**config.mk**
```make
export PLATFORM = sky130hd
export DESIGN_NAME = rtb_router
export DESIGN_NICKNAME = d
export VERILOG_FILES = /design/src/rtb_pkg.sv /design/src/rtb_router.sv
export SDC_FILE = /design/constraint.sdc
export NUM_CORES = 2
export LEC_CHECK = 0
export BUFFER_PORTS_ARGS = -buffer_cell sky130_fd_sc_hd__buf_2
export CAP_MARGIN = 20
export CELL_PAD_IN_SITES_DETAIL_PLACEMENT = 0
export CELL_PAD_IN_SITES_GLOBAL_PLACEMENT = 1
export CORE_MARGIN = 4
export CORE_UTILIZATION = 40
export CTS_CLUSTER_DIAMETER = 80
export CTS_CLUSTER_SIZE = 14
export DETAILED_ROUTE_END_ITERATION = 8
export PLACE_DENSITY_LB_ADDON = 0.1
export SLEW_MARGIN = 20
export SYNTH_ARGS = -nofsm -noshare
export SYNTH_HDL_FRONTEND = slang
export SYNTH_SLANG_ARGS = --single-unit
```
**constraint.sdc**
```tcl
create_clock -name clk_sys -period 4.4 [get_ports clk_sys]
set_input_delay 0.88 -clock clk_sys [delete_from_list [all_inputs] [get_ports clk_sys]]
set_output_delay 0.88 -clock clk_sys [all_outputs]
set_load 0.03 [all_outputs]
```
**src/rtb_pkg.sv**
```systemverilog
package rtb_pkg;
  // Address map limits
  localparam logic [31:0] CODE_HI = 32'h1FFF_FFFF;
  localparam logic [31:0] SYS_LO  = 32'h2000_0000;
  localparam logic [31:0] SYS_HI  = 32'hDFFF_FFFF;
  localparam logic [31:0] SYS2_LO = 32'hE010_0000;
  localparam logic [31:0] PP_LO   = 32'hE004_0000;
  localparam logic [31:0] PP_HI   = 32'hE00F_FFFF;
  // Peripheral address bits driven out
  localparam int PP_AW = 20;
  // Transfer type and size codes
  localparam logic [1:0] HT_IDLE = 2'h0;
  localparam logic [1:0] HT_NSEQ = 2'h2;
  localparam logic [1:0] SZ_B    = 2'h0;
  localparam logic [1:0] SZ_H    = 2'h1;
  localparam logic [1:0] SZ_W    = 2'h2;
  // Requesters, lowest index wins
  localparam int SRC_D = 0;
  localparam int SRC_I = 1;
  localparam int SRC_G = 2;
  // Ports
  localparam int P_IC = 0;
  localparam int P_DC = 1;
  localparam int P_SY = 2;
  localparam int P_PP = 3;

  typedef enum logic [2:0] {
    ST_IDLE = 3'h1,
    ST_ADDR = 3'h2,
    ST_DATA = 3'h4
  } rtb_st_e;

  // Request from a requester, held until done
  typedef struct packed {
    logic        valid;
    logic [31:0] addr;
    logic        write;
    logic [1:0]  size;
    logic [31:0] wdata;
    logic        excl;
    logic        remap;
  } rtb_req_s;

  // Answer to a requester, done is a pulse
  typedef struct packed {
    logic        done;
    logic [31:0] rdata;
    logic        err;
    logic        exfail;
  } rtb_rsp_s;

  // Completion of one access on one port
  typedef struct packed {
    logic        done;
    logic [1:0]  src;
    logic        posted;
    logic        write;
    logic [31:0] addr;
    logic [31:0] data;
    logic        err;
    logic        exf;
  } rtb_ev_s;

  typedef struct packed {
    logic [31:0] haddr;
    logic [1:0]  htrans;
    logic        hwrite;
    logic [2:0]  hsize;
    logic [31:0] hwdata;
    logic        hmastlock;
    logic        hexcl;
  } rtb_ahb_m_s;

  typedef struct packed {
    logic        hready;
    logic        hresp;
    logic [31:0] hrdata;
    logic        hexokay;
  } rtb_ahb_s_s;

  typedef struct packed {
    logic [PP_AW-1:0]  paddr;
    logic              psel;
    logic              penable;
    logic              pwrite;
    logic [31:0]       pwdata;
  } rtb_apb_m_s;

  typedef struct packed {
    logic        pready;
    logic        pslverr;
    logic [31:0] prdata;
  } rtb_apb_s_s;

  typedef struct packed {
    logic        valid;
    logic        write;
    logic [31:0] addr;
    logic [31:0] data;
  } rtb_trc_s;
endpackage

```
**src/rtb_router.sv**
```systemverilog
// Overview of operation
// Code-region fetches go out the instruction port unless remapped
// Debugger never reaches the instruction port
// Instruction port fetches are always full words
// Code-region data and debug use data port
// Data port: core data before debug
// Unaligned accesses split into aligned pieces
// Split access stalls later data and debug
// Outside arbiter should favour data over fetch
// System ranges go out the system port
// System port: data, then fetch, then debug
// System port handles unaligned, remap, bit-band
// External peripheral range uses the APB port for data and debug; fetches there are answered inside
// APB port: core data before debug
// APB port drives only needed address bits
// Data trace only while global enable set
// Bit-band read-modify-write is locked, atomic
// Core data writes, except to the APB port, are posted, core continues
// Debug keeps working while system reset held
// Exclusive AHB transfers flagged, monitor answer returned except on posted writes; APB exclusives always fail
// Unmapped addresses answered inside, never driven
`timescale 1ns/1ns

// One AHB-Lite master: splits, bit-band and exclusive
module rtb_ahb_eng #(
  parameter bit          BB_EN = 1'b0,
  parameter logic [31:0] BBA0  = 32'h2200_0000,
  parameter logic [31:0] BBT0  = 32'h2000_0000,
  parameter logic [31:0] BBA1  = 32'h4200_0000,
  parameter logic [31:0] BBT1  = 32'h4000_0000
) (
  input  wire logic               clk_sys,
  input  wire logic               nrst,
  input  wire logic               start,
  input  rtb_pkg::rtb_req_s       sreq,
  input  wire logic [1:0]         ssrc,
  output logic                    idle,
  output rtb_pkg::rtb_ev_s        ev,
  output rtb_pkg::rtb_ahb_m_s     m,
  input  rtb_pkg::rtb_ahb_s_s     s
);
  rtb_pkg::rtb_st_e  st_r, st_nxt;  // Transfer phase
  rtb_pkg::rtb_req_s rq_r;          // Captured access
  rtb_pkg::rtb_ev_s  ev_r;          // Completion report
  logic [1:0]  src_r;               // Owner of the access
  logic [31:0] cur_r;               // Address of current piece
  logic [2:0]  left_r;              // Bytes still to move
  logic [31:0] res_r;               // Read bytes gathered so far
  logic [31:0] wd_r;                // Write data of this piece
  logic [31:0] res_nxt;
  logic        err_r, exf_r;        // Sticky per access
  logic        bb_r, bbw_r;         // Bit-band, and its write leg
  logic [2:0]  bit_r;               // Bit-band bit number

  // Bit-band alias decode; alias word maps to one target bit
  wire hit0 = BB_EN && sreq.addr[31:25] == BBA0[31:25];
  wire hit1 = BB_EN && sreq.addr[31:25] == BBA1[31:25];
  wire bb_hit = hit0 || hit1;
  wire [31:0] bb_tgt = {hit0 ? BBT0[31:20] : BBT1[31:20],
                        sreq.addr[24:5]};

  // Largest aligned piece that fits the remaining bytes
  wire p_b = cur_r[0] || left_r == 3'h1;
  wire p_h = !p_b && (cur_r[1] || left_r < 3'h4);
  wire [2:0] p_n = p_b ? 3'h1 : (p_h ? 3'h2 : 3'h4);
  wire [1:0] p_sz = p_b ? rtb_pkg::SZ_B
                        : (p_h ? rtb_pkg::SZ_H : rtb_pkg::SZ_W);
  wire [2:0] p_idx = cur_r[2:0] - rq_r.addr[2:0];
  wire last = left_r == p_n;
  wire more_bbw = bb_r && rq_r.write && !bbw_r;
  wire hw = bb_r ? bbw_r : rq_r.write;
  wire cap = st_r == rtb_pkg::ST_DATA && s.hready;
  wire fin = cap && last && !more_bbw;

  // Write lanes: rotate by start offset; bit-band merges one bit
  wire [63:0] dbl = {rq_r.wdata, rq_r.wdata} << {rq_r.addr[1:0], 3'h0};
  wire [7:0] mb = (res_r[7:0] & ~(8'h01 << bit_r))
                | (8'(rq_r.wdata[0]) << bit_r);
  wire [31:0] wd_nxt = bbw_r ? {4{mb}} : dbl[63:32];

  // Gather read lanes into access byte order
  for (genvar k = 0; k < 4; k++) begin : g_lane
    wire [2:0] rel = 3'(k) - p_idx;
    wire [1:0] lane = rq_r.addr[1:0] + 2'(k);
    assign res_nxt[8*k +: 8] = (cap && !hw && rel < p_n)
                             ? s.hrdata[{lane, 3'h0} +: 8]
                             : res_r[8*k +: 8];
  end

  // Phase sequencing; idle only after the last piece
  always_comb begin
    unique case (st_r)
      rtb_pkg::ST_IDLE: st_nxt = start ? rtb_pkg::ST_ADDR : rtb_pkg::ST_IDLE;
      rtb_pkg::ST_ADDR: st_nxt = s.hready ? rtb_pkg::ST_DATA : rtb_pkg::ST_ADDR;
      rtb_pkg::ST_DATA: begin
        if (!s.hready) st_nxt = rtb_pkg::ST_DATA;
        else if (fin) st_nxt = rtb_pkg::ST_IDLE;
        else st_nxt = rtb_pkg::ST_ADDR;
      end
      default: st_nxt = rtb_pkg::ST_IDLE;
    endcase
  end

  // Capture, piece stepping and completion report
  always_ff @(posedge clk_sys or negedge nrst) begin
    if (!nrst) begin
      st_r <= rtb_pkg::ST_IDLE;
      rq_r <= '0;
      src_r <= 2'h0;
      cur_r <= 32'h0;
      left_r <= 3'h0;
      res_r <= 32'h0;
      wd_r <= 32'h0;
      err_r <= 1'b0;
      exf_r <= 1'b0;
      bb_r <= 1'b0;
      bbw_r <= 1'b0;
      bit_r <= 3'h0;
      ev_r <= '0;
    end else begin
      st_r <= st_nxt;
      res_r <= res_nxt;
      ev_r.done <= fin;
      if (st_r == rtb_pkg::ST_IDLE && start) begin
        rq_r <= sreq;
        src_r <= ssrc;
        err_r <= 1'b0;
        exf_r <= 1'b0;
        bbw_r <= 1'b0;
        bit_r <= sreq.addr[4:2];
        bb_r <= bb_hit;
        if (bb_hit) begin
          rq_r.addr <= bb_tgt;
          rq_r.size <= rtb_pkg::SZ_B;
          cur_r <= bb_tgt;
          left_r <= 3'h1;
        end else begin
          cur_r <= sreq.addr;
          left_r <= 3'h1 << sreq.size;
        end
      end
      if (st_r == rtb_pkg::ST_ADDR && s.hready) wd_r <= wd_nxt;
      if (cap) begin
        err_r <= err_r | s.hresp;
        exf_r <= exf_r | (rq_r.excl & !s.hexokay);
        if (!last) begin
          cur_r <= cur_r + {29'h0, p_n};
          left_r <= left_r - p_n;
        end else if (more_bbw) begin
          bbw_r <= 1'b1;
        end
      end
      if (fin) begin
        ev_r.src <= src_r;
        ev_r.posted <= rq_r.write && src_r == 2'(rtb_pkg::SRC_D);
        ev_r.write <= rq_r.write;
        ev_r.addr <= rq_r.addr;
        ev_r.err <= err_r | s.hresp;
        ev_r.exf <= exf_r | (rq_r.excl & !s.hexokay);
        if (rq_r.write) ev_r.data <= rq_r.wdata;
        else if (bb_r) ev_r.data <= {31'h0, res_nxt[bit_r]};
        else ev_r.data <= res_nxt;
      end
    end
  end

  // Bus drive from registered state; lock spans the whole RMW
  assign idle = st_r == rtb_pkg::ST_IDLE;
  assign ev = ev_r;
  assign m.haddr = cur_r;
  assign m.htrans = st_r == rtb_pkg::ST_ADDR ? rtb_pkg::HT_NSEQ
                                             : rtb_pkg::HT_IDLE;
  assign m.hwrite = hw;
  assign m.hsize = {1'b0, p_sz};
  assign m.hwdata = wd_r;
  assign m.hmastlock = bb_r && !idle;
  assign m.hexcl = rq_r.excl;

  a_piece_align: assert property (@(posedge clk_sys) disable iff (!nrst)
    st_r == rtb_pkg::ST_ADDR |-> !cur_r[0] || p_sz == rtb_pkg::SZ_B
      and (p_sz != rtb_pkg::SZ_W || cur_r[1:0] == 2'h0))
    else $error("piece not aligned");
  a_split_busy: assert property (@(posedge clk_sys) disable iff (!nrst)
    cap && !last |=> st_r == rtb_pkg::ST_ADDR && left_r != 3'h0)
    else $error("split access ended early");
  a_bb_lock: assert property (@(posedge clk_sys) disable iff (!nrst)
    cap && more_bbw |=> m.hmastlock && m.hwrite
      && st_r == rtb_pkg::ST_ADDR)
    else $error("bit-band write not locked");
endmodule

// Router: decodes, arbitrates and answers three requesters
module rtb_router (
  input  wire logic           clk_sys,
  input  wire logic           nrst,
  input  wire logic           system_reset_low,
  input  wire logic           trace_global_enable,
  input  rtb_pkg::rtb_req_s   req_data,
  input  rtb_pkg::rtb_req_s   req_fetch,
  input  rtb_pkg::rtb_req_s   req_debug,
  output rtb_pkg::rtb_rsp_s   rsp_data,
  output rtb_pkg::rtb_rsp_s   rsp_fetch,
  output rtb_pkg::rtb_rsp_s   rsp_debug,
  output rtb_pkg::rtb_ahb_m_s instruction_code_port_m,
  input  rtb_pkg::rtb_ahb_s_s instruction_code_port_s,
  output rtb_pkg::rtb_ahb_m_s data_code_port_m,
  input  rtb_pkg::rtb_ahb_s_s data_code_port_s,
  output rtb_pkg::rtb_ahb_m_s system_port_m,
  input  rtb_pkg::rtb_ahb_s_s system_port_s,
  output rtb_pkg::rtb_apb_m_s private_peripheral_port_m,
  input  rtb_pkg::rtb_apb_s_s private_peripheral_port_s,
  output rtb_pkg::rtb_trc_s   bus_trace_macrocell
);
  rtb_pkg::rtb_req_s   rq [3];      // Requests by index
  rtb_pkg::rtb_rsp_s   rsp_r [3];   // Answers by index
  rtb_pkg::rtb_req_s   ereq [3];    // Request fed to each AHB port
  rtb_pkg::rtb_ev_s    ev [4];      // Completions by port
  rtb_pkg::rtb_ahb_m_s am [3];
  rtb_pkg::rtb_ahb_s_s as [3];
  rtb_pkg::rtb_st_e    pst_r;       // Peripheral port phase
  rtb_pkg::rtb_req_s   prq_r;
  rtb_pkg::rtb_ev_s    pev_r;       // Peripheral port completion
  rtb_pkg::rtb_trc_s   trc_r;
  logic [1:0]  psrc_r;
  logic [1:0]  srst_r;              // System reset synchroniser
  logic        busy_r [3];          // Requester has one in flight
  logic [3:0]  tgt [3];             // One-hot port, zero is internal
  logic [2:0]  live, intl, start_s, post;
  logic [2:0]  gnt [4];             // Grant per port per requester
  logic [1:0]  gidx [4];
  logic [3:0]  idle;

  assign rq[rtb_pkg::SRC_D] = req_data;
  assign rq[rtb_pkg::SRC_I] = req_fetch;
  assign rq[rtb_pkg::SRC_G] = req_debug;

  // Pin synchroniser; only core requesters are held by it
  always_ff @(posedge clk_sys or negedge nrst) begin
    if (!nrst) srst_r <= 2'h0;
    else srst_r <= {srst_r[0], system_reset_low};
  end
  wire core_ok = srst_r[1];

  // Address decode per requester
  for (genvar i = 0; i < 3; i++) begin : g_dec
    wire [31:0] a = rq[i].addr;
    wire in_code = a <= rtb_pkg::CODE_HI;
    wire in_sys = (a >= rtb_pkg::SYS_LO && a <= rtb_pkg::SYS_HI)
               || a >= rtb_pkg::SYS2_LO;
    wire in_pp = a >= rtb_pkg::PP_LO && a <= rtb_pkg::PP_HI;
    wire fp = i == rtb_pkg::SRC_I;
    wire remap = fp && rq[i].remap;
    // Debug is served during system reset, core is not
    wire ok = i == rtb_pkg::SRC_G || core_ok;
    assign live[i] = rq[i].valid && ok && !busy_r[i];
    assign tgt[i][rtb_pkg::P_IC] = fp && in_code && !remap;
    assign tgt[i][rtb_pkg::P_DC] = !fp && in_code;
    assign tgt[i][rtb_pkg::P_SY] = in_sys || remap;
    assign tgt[i][rtb_pkg::P_PP] = !fp && in_pp;
    assign intl[i] = live[i] && tgt[i] == 4'h0;
    assign start_s[i] = gnt[0][i] | gnt[1][i] | gnt[2][i] | gnt[3][i];
    assign post[i] = start_s[i] && i == rtb_pkg::SRC_D
                  && rq[i].write && !tgt[i][rtb_pkg::P_PP];
  end

  // Fixed priority: data, then fetch, then debug; wait for idle
  for (genvar p = 0; p < 4; p++) begin : g_arb
    wire [2:0] col = {live[2] & tgt[2][p], live[1] & tgt[1][p],
                      live[0] & tgt[0][p]};
    assign gnt[p] = idle[p] ? (col & (~col + 3'h1)) : 3'h0;
    assign gidx[p] = {gnt[p][2], gnt[p][1]};
  end

  // Fetch port sees whole aligned words only
  always_comb begin
    ereq[rtb_pkg::P_IC] = rq[rtb_pkg::SRC_I];
    ereq[rtb_pkg::P_IC].addr[1:0] = 2'h0;
    ereq[rtb_pkg::P_IC].size = rtb_pkg::SZ_W;
    ereq[rtb_pkg::P_IC].write = 1'b0;
    ereq[rtb_pkg::P_DC] = rq[gidx[rtb_pkg::P_DC]];
    ereq[rtb_pkg::P_SY] = rq[gidx[rtb_pkg::P_SY]];
  end

  // Three AHB-Lite masters; only the system port decodes bit-band
  for (genvar p = 0; p < 3; p++) begin : g_eng
    rtb_ahb_eng #(.BB_EN(p == rtb_pkg::P_SY)) u_eng (
      .clk_sys (clk_sys),
      .nrst    (nrst),
      .start   (|gnt[p]),
      .sreq    (ereq[p]),
      .ssrc    (gidx[p]),
      .idle    (idle[p]),
      .ev      (ev[p]),
      .m       (am[p]),
      .s       (as[p])
    );
  end
  assign instruction_code_port_m = am[rtb_pkg::P_IC];
  assign data_code_port_m = am[rtb_pkg::P_DC];
  assign system_port_m = am[rtb_pkg::P_SY];
  assign as[rtb_pkg::P_IC] = instruction_code_port_s;
  assign as[rtb_pkg::P_DC] = data_code_port_s;
  assign as[rtb_pkg::P_SY] = system_port_s;

  // APB master: setup then access until ready
  wire p_go = |gnt[rtb_pkg::P_PP];
  wire p_end = pst_r == rtb_pkg::ST_DATA && private_peripheral_port_s.pready;
  assign idle[rtb_pkg::P_PP] = pst_r == rtb_pkg::ST_IDLE;
  // One driver per completion slot keeps the array purely continuous
  assign ev[rtb_pkg::P_PP] = pev_r;
  always_ff @(posedge clk_sys or negedge nrst) begin
    if (!nrst) begin
      pst_r <= rtb_pkg::ST_IDLE;
      prq_r <= '0;
      psrc_r <= 2'h0;
      pev_r <= '0;
    end else begin
      pev_r.done <= p_end;
      unique case (pst_r)
        rtb_pkg::ST_IDLE: if (p_go) begin
          pst_r <= rtb_pkg::ST_ADDR;
          prq_r <= rq[gidx[rtb_pkg::P_PP]];
          psrc_r <= gidx[rtb_pkg::P_PP];
        end
        rtb_pkg::ST_ADDR: pst_r <= rtb_pkg::ST_DATA;
        rtb_pkg::ST_DATA: if (p_end) begin
          pst_r <= rtb_pkg::ST_IDLE;
          pev_r.src <= psrc_r;
          pev_r.posted <= 1'b0;
          pev_r.write <= prq_r.write;
          pev_r.addr <= prq_r.addr;
          pev_r.data <= prq_r.write ? prq_r.wdata
            : private_peripheral_port_s.prdata;
          pev_r.err <= private_peripheral_port_s.pslverr;
          pev_r.exf <= prq_r.excl;
        end
        default: pst_r <= rtb_pkg::ST_IDLE;
      endcase
    end
  end
  // Only the low address bits leave the block
  assign private_peripheral_port_m.paddr =
    prq_r.addr[rtb_pkg::PP_AW-1:0];
  assign private_peripheral_port_m.psel = !idle[rtb_pkg::P_PP];
  assign private_peripheral_port_m.penable = pst_r == rtb_pkg::ST_DATA;
  assign private_peripheral_port_m.pwrite = prq_r.write;
  assign private_peripheral_port_m.pwdata = prq_r.wdata;

  // Answers: internal, posted write, or a port completion
  for (genvar i = 0; i < 3; i++) begin : g_rsp
    logic [3:0] hit;
    for (genvar p = 0; p < 4; p++) begin : g_hit
      assign hit[p] = ev[p].done && ev[p].src == 2'(i) && !ev[p].posted;
    end
    wire [31:0] rd = ({32{hit[0]}} & ev[0].data) | ({32{hit[1]}} & ev[1].data)
                   | ({32{hit[2]}} & ev[2].data) | ({32{hit[3]}} & ev[3].data);
    always_ff @(posedge clk_sys or negedge nrst) begin
      if (!nrst) begin
        rsp_r[i] <= '0;
        busy_r[i] <= 1'b0;
      end else begin
        busy_r[i] <= start_s[i] | intl[i] | (busy_r[i] & !rsp_r[i].done);
        rsp_r[i].done <= intl[i] | post[i] | (|hit);
        rsp_r[i].rdata <= rd;
        // Unmapped fetches fault; other unmapped space reads zero
        rsp_r[i].err <= (intl[i] && i == rtb_pkg::SRC_I)
          | |(hit & {ev[3].err, ev[2].err, ev[1].err, ev[0].err});
        rsp_r[i].exfail <= |(hit & {ev[3].exf, ev[2].exf,
                                    ev[1].exf, ev[0].exf});
      end
    end
  end
  assign rsp_data = rsp_r[rtb_pkg::SRC_D];
  assign rsp_fetch = rsp_r[rtb_pkg::SRC_I];
  assign rsp_debug = rsp_r[rtb_pkg::SRC_G];

  // Data trace of core data completions; first port wins a clash
  wire [2:0] td;
  for (genvar p = 1; p < 4; p++) begin : g_td
    assign td[p-1] = ev[p].done && ev[p].src == 2'(rtb_pkg::SRC_D);
  end
  wire [1:0] tp = td[0] ? 2'h1 : (td[1] ? 2'h2 : 2'h3);
  always_ff @(posedge clk_sys or negedge nrst) begin
    if (!nrst) trc_r <= '0;
    else begin
      trc_r.valid <= trace_global_enable && |td;
      trc_r.write <= ev[tp].write;
      trc_r.addr <= ev[tp].addr;
      trc_r.data <= ev[tp].data;
    end
  end
  assign bus_trace_macrocell = trc_r;

  a_fetch_word: assert property (@(posedge clk_sys) disable iff (!nrst)
    am[0].htrans == rtb_pkg::HT_NSEQ |-> am[0].hsize == 3'h2
      && am[0].haddr[1:0] == 2'h0 && !am[0].hwrite)
    else $error("fetch not a word read");
  a_fetch_owner: assert property (@(posedge clk_sys) disable iff (!nrst)
    gnt[0][rtb_pkg::SRC_G] == 1'b0 && gnt[0][rtb_pkg::SRC_D] == 1'b0)
    else $error("non-fetch on fetch port");
  a_fetch_range: assert property (@(posedge clk_sys) disable iff (!nrst)
    |gnt[0] |=> am[0].haddr <= rtb_pkg::CODE_HI)
    else $error("fetch port outside code");
  a_data_code_port_prio: assert property (@(posedge clk_sys) disable iff (!nrst)
    idle[1] && live[0] && tgt[0][1] |-> gnt[1] == 3'h1)
    else $error("data lost data port");
  a_sys_prio: assert property (@(posedge clk_sys) disable iff (!nrst)
    idle[2] && !live[0] && live[1] && tgt[1][2] |-> gnt[2] == 3'h2)
    else $error("fetch lost system port");
  a_sys_range: assert property (@(posedge clk_sys) disable iff (!nrst)
    gnt[2][2] |-> rq[2].addr >= rtb_pkg::SYS_LO
      && !(rq[2].addr > rtb_pkg::SYS_HI && rq[2].addr < rtb_pkg::SYS2_LO))
    else $error("debug on system port off range");
  a_pp_order: assert property (@(posedge clk_sys) disable iff (!nrst)
    p_go |=> private_peripheral_port_m.psel
      && !private_peripheral_port_m.penable
      ##1 private_peripheral_port_m.penable)
    else $error("peripheral access sequence");
  a_core_held: assert property (@(posedge clk_sys) disable iff (!nrst)
    !core_ok |-> start_s[1:0] == 2'h0 && intl[1:0] == 2'h0)
    else $error("core access during system reset");
  a_trace_gate: assert property (@(posedge clk_sys) disable iff (!nrst)
    trc_r.valid |-> $past(trace_global_enable))
    else $error("trace without enable");
  a_intl_quiet: assert property (@(posedge clk_sys) disable iff (!nrst)
    intl[0] |-> start_s[0] == 1'b0 ##1 rsp_r[0].done)
    else $error("internal access not answered");
endmodule

```
==> metrics.txt <==
result of the run=complete, but fails checks; violated checks=DRC; setup repair after global routing missed its margin=no; final hold violation count=0; Final Core Density=46.8%; met1 wire length=~82,000 um; via count of the first global-routing pass=39,500; area of the core=118,000 um^2; clock tree root driver cell=sky130_fd_sc_hd__clkbuf_16; area delta synth->final=15.9%; deepest level of the CTS H-tree=3; fraction of power spent switching nets=about two fifths; power density relative to cell area=518 nW/um^2; PnR Total Power=28.6 mW; average wire per cell in the routed design=about 31 um; Avg Inst Size Synth=10.3 um^2; signal arrival time at the worst endpoint=approximately 4.5 ns; met3 wire length=16,800 um; share of final-layout standard cells stronger than drive strength 1=26.4%; Worst setup SP type=flop; sum of buffers and inverters on the critical path=2; FF-to-FF End=g_eng[2].u_eng.cur_r[28]$_DFF_PN0_; detailed-placement wirelength estimate=161,000 um; netlist area before placement=around 48,000 um^2; TritonCTS buffer count=81; most used flip-flop cell after synthesis=sky130_fd_sc_hd__dfrtp_1; clock latency at the later pin of the worst-skew pair=0.68 ns; post-detailed-route count of antenna-violating nets=0; floorplan die width=353 um; Gates resized, CTS repair=0; endpoint kind of the worst setup timing path=flop; number of unique standard cell types used by synthesis=93; Synth area leaders=sky130_fd_sc_hd__dfrtp_1 51%, sky130_fd_sc_hd__nand2_1 6.0%, sky130_fd_sc_hd__mux2_2 5.0%; share of total power in combinational logic=32.5%; total internal power=17.6 mW; clock period minus worst slack=3.92 ns; final-layout fill cell count=11,400; sequential fraction of the synthesis area=51.4%; Mapped Cells=4,636; ordered cell list for the critical path=nand2b_1 -> nand2b_1 -> inv_1 -> ha_1 -> inv_1 -> o21bai_1 -> nand4_1 -> nor3_1 -> nand2_1 -> o311a_1 -> or3_1; Critical path destination=g_eng[2].u_eng.cur_r[28]$_DFF_PN0_; iteration count of the initial detailed-routing pass=9; data required time at the worst endpoint=between 4 and 5 ns; Worst Skew=0.0291 ns; FF/Latch Area=24,500 um^2; placement-stage worst setup slack=0.151 ns; DIE HEIGHT=between 300 and 400 um; die footprint=125,000 um^2; gp weighted congestion=0.935; count of maximum capacitance violations=0; cell depth of the worst flop-to-flop path=11; I/O pin count=795; total length of routed wires=212,000 um; peak supply drop=0.000310 V; Yosys reg bits=979; Fmax=between 200 and 300 MHz; GRT Resource Usage Total=33.0%; count of pins over their slew limit=0; Crit-path slowest cell=sky130_fd_sc_hd__dfrtp_1; reg2reg setup slack=0.48 ns; Remaining DRCs=10; count of flip-flops with a built-in enable after synthesis=0; count of hold buffers inserted by post-cts repair=0; number of clock sinks=979; reg-to-reg critical path startpoint=g_eng[2].u_eng.cur_r[1]$_DFF_PN0_; detailed router's first-iteration violation count=4,578; number of cell rows=126; Congestion Overflow GR=0; combined area of the multi-input logic cells=about 21,000 um^2; worst setup path startpoint=g_eng[2].u_eng.cur_r[1]$_DFF_PN0_; setup tns final=0 ns; number of port buffers=just under 800; sequential share of power=~43%; fraction of power consumed by the clock network=24.7%; Yosys warning total=0; Tightest Hold Check Type=in2async; CTS clock-pin slew for the worst setup and hold paths=roughly 0.08 ns; highest routing layer actually used=met5; Static Leakage=27.2 nW; longest individual stage delay on the worst path=0.55 ns; # setup viols final=0; global-route wire length before repair=297,000 um; slack of the critical path=roughly 0.48 ns; fin crit share=89.0%; CTS tree=done; number of buffers on the longest clock path=3; headroom to the max-slew limit=about 22%; highest net fanout along the worst path=8; maximum number of pins on one net before global-route repair=159; total vias in the final route=40,400; Net Switching=11.0 mW; Critical Path Stages=11; antenna violations before repair=between 60 and 70; number of nets in the layout=5,615; starting density of the core=40.3%; startpoint-to-endpoint class of the critical path=reg2reg; gate family responsible for the most delay along the worst path=simple AND/OR/NAND/NOR gates; post-CTS setup buffer count=0; Synth top area share=between 50% and 60%; transition at the pin with the smallest max-transition slack=1.13 ns; met2 WL=103,000 um; biggest area consumer among synthesized cells=sky130_fd_sc_hd__dfrtp_1; via-per-instance ratio=5.93; async set or reset register ratio after synthesis=100%
[area by class of cell]
| cell class | count | share of cell area, % |
|---|---|---|
| flip-flops and latches | 979 | 44.3 |
| multi-input cells | 3180 | 38.4 |
| clock buffers | 113 | 4.01 |
| clock inverters | 10 | 0.186 |
| inverters | 82 | 0.557 |
| well taps | 1536 | 3.48 |
| repair buffers | 889 | 8.84 |
| diodes | 31 | 0.140 |
[per-layer routing]
metal | vias up | global-route usage, %
li1 | 17700 | -
met1 | 20600 | 41.2
met2 | 1775 | 55.2
met3 | 358 | 7.07
met4 | 30 | 15.0
met5 | - | 0.577
[registers in the layout, summed over array words and instances (netlist names), 4 cells and up]
register                   count
g_eng.u_eng.ev               177
g_eng.u_eng.rq_r             163
g_eng.u_eng.cur_r             96
g_eng.u_eng.res_r             96
g_eng.u_eng.wd_r              96
ev                            69
bus_trace_macrocell           66
private_peripheral_port_m     53
rsp_data                      35
rsp_debug                     35
rsp_fetch                     35
prq_r                         13
g_eng.u_eng.left_r             9
g_eng.u_eng.st_r               9
g_eng.u_eng.src_r              4
[logic make-up after synthesis]
| family | synth area share, % |
|---|---|
| fa+ha+maj | 1.36 |
| other cells | 0.00786 |
| compound gates | 15.5 |
| simple gates | 13.6 |
| mux | 13.2 |
| xor+xnor | 0.496 |
| buf+inv | 4.43 |
| flops | 51.4 |
[synthesized netlist by cell type (7+ instances only)]
master and n:
sky130_fd_sc_hd__a211o_1 13, sky130_fd_sc_hd__inv_1 81, sky130_fd_sc_hd__o22ai_1 133, sky130_fd_sc_hd__a31oi_1 28, sky130_fd_sc_hd__o211ai_1 19, sky130_fd_sc_hd__o21a_1 20, sky130_fd_sc_hd__a211oi_1 25, sky130_fd_sc_hd__a221o_1 35
sky130_fd_sc_hd__nor4_1 10, sky130_fd_sc_hd__buf_2 12, sky130_fd_sc_hd__mux2_2 213, sky130_fd_sc_hd__nand2_1 765, sky130_fd_sc_hd__mux2i_1 152, sky130_fd_sc_hd__nand4_1 19, sky130_fd_sc_hd__clkbuf_1 279, sky130_fd_sc_hd__mux4_2 106
sky130_fd_sc_hd__xnor2_1 16, sky130_fd_sc_hd__nor2_1 394, sky130_fd_sc_hd__a311oi_1 54, sky130_fd_sc_hd__and3_1 49, sky130_fd_sc_hd__a21oi_1 292, sky130_fd_sc_hd__o31ai_1 10, sky130_fd_sc_hd__o21ai_0 237, sky130_fd_sc_hd__o221a_2 7
sky130_fd_sc_hd__and2_1 21, sky130_fd_sc_hd__ha_1 44, sky130_fd_sc_hd__a22oi_1 7, sky130_fd_sc_hd__nand2b_1 50, sky130_fd_sc_hd__dfrtp_1 975, sky130_fd_sc_hd__nor3_1 36, sky130_fd_sc_hd__buf_1 41, sky130_fd_sc_hd__nor3b_1 8
sky130_fd_sc_hd__buf_4 68, sky130_fd_sc_hd__o21ai_1 19, sky130_fd_sc_hd__a22o_1 35, sky130_fd_sc_hd__nand3_1 74, sky130_fd_sc_hd__a222oi_1 68, sky130_fd_sc_hd__a21o_1 64, sky130_fd_sc_hd__nor2b_1 31, sky130_fd_sc_hd__o21bai_1 7
sky130_fd_sc_hd__or3_1 9
[worst reg2reg max path, cell delays in order (launching register included)]
cell	delay, ns
sky130_fd_sc_hd__dfrtp_1	0.55
sky130_fd_sc_hd__nand2b_1	0.17
sky130_fd_sc_hd__nand2b_1	0.29
sky130_fd_sc_hd__inv_1	0.11
sky130_fd_sc_hd__ha_1	0.31
sky130_fd_sc_hd__inv_1	0.06
sky130_fd_sc_hd__o21bai_1	0.44
sky130_fd_sc_hd__nand4_1	0.28
sky130_fd_sc_hd__nor3_1	0.52
sky130_fd_sc_hd__nand2_1	0.33
sky130_fd_sc_hd__o311a_1	0.40
sky130_fd_sc_hd__or3_1	0.33
[cell usage in the layout (no fill, tap or decap), types with 68 or more instances in the layout]
cell type and count:
sky130_fd_sc_hd__dfrtp_1 969, sky130_fd_sc_hd__buf_2 782, sky130_fd_sc_hd__nand2_1 762, sky130_fd_sc_hd__nor2_1 390
sky130_fd_sc_hd__a21oi_1 291, sky130_fd_sc_hd__o21ai_0 237, sky130_fd_sc_hd__mux2_2 213, sky130_fd_sc_hd__mux2i_1 152
sky130_fd_sc_hd__o22ai_1 133, sky130_fd_sc_hd__mux4_2 106, sky130_fd_sc_hd__buf_4 93, sky130_fd_sc_hd__clkbuf_16 83
sky130_fd_sc_hd__inv_1 81, sky130_fd_sc_hd__nand3_1 74, sky130_fd_sc_hd__a222oi_1 68
[metrics by stage]
stage / instances / instance area (um^2) / hold WS (ns)
after floorplan: 4644 / 47700 / 0.331
after global placement: 6666 / 52900 / 0.339
after detailed placement: 6666 / 52900 / 0.345
after CTS: 6789 / 55200 / 0.155
after global routing: 6795 / 55200 / 0.160
final: 6820 / 55300 / 0.142
[worst min path at each step]
stage | endpoint | from | cells past startpoint
global placement | srst_r[1]$_DFF_PN0_ | srst_r[0]$_DFF_PN0_ | 0
CTS | g_eng[2].u_eng.wd_r[23]$_DFFE_PN0P_ | nrst | 1
floorplan | srst_r[1]$_DFF_PN0_ | srst_r[0]$_DFF_PN0_ | 0
detailed placement | srst_r[1]$_DFF_PN0_ | srst_r[0]$_DFF_PN0_ | 0
finish | g_eng[2].u_eng.wd_r[23]$_DFFE_PN0P_ | nrst | 1
global route | g_eng[2].u_eng.wd_r[23]$_DFFE_PN0P_ | nrst | 1
[power groups by stage]
stage               combinational [mW]  clock, mW  sequential, mW
finish                            9.31       7.08            12.2
global route                      10.1       7.54            12.4
CTS                               9.35       7.21            12.2
detailed placement                9.30          0            12.4
global placement                  9.20          0            12.3
floorplan                         5.60          0            12.4
Note: power is estimated with default switching activity, not from simulation.
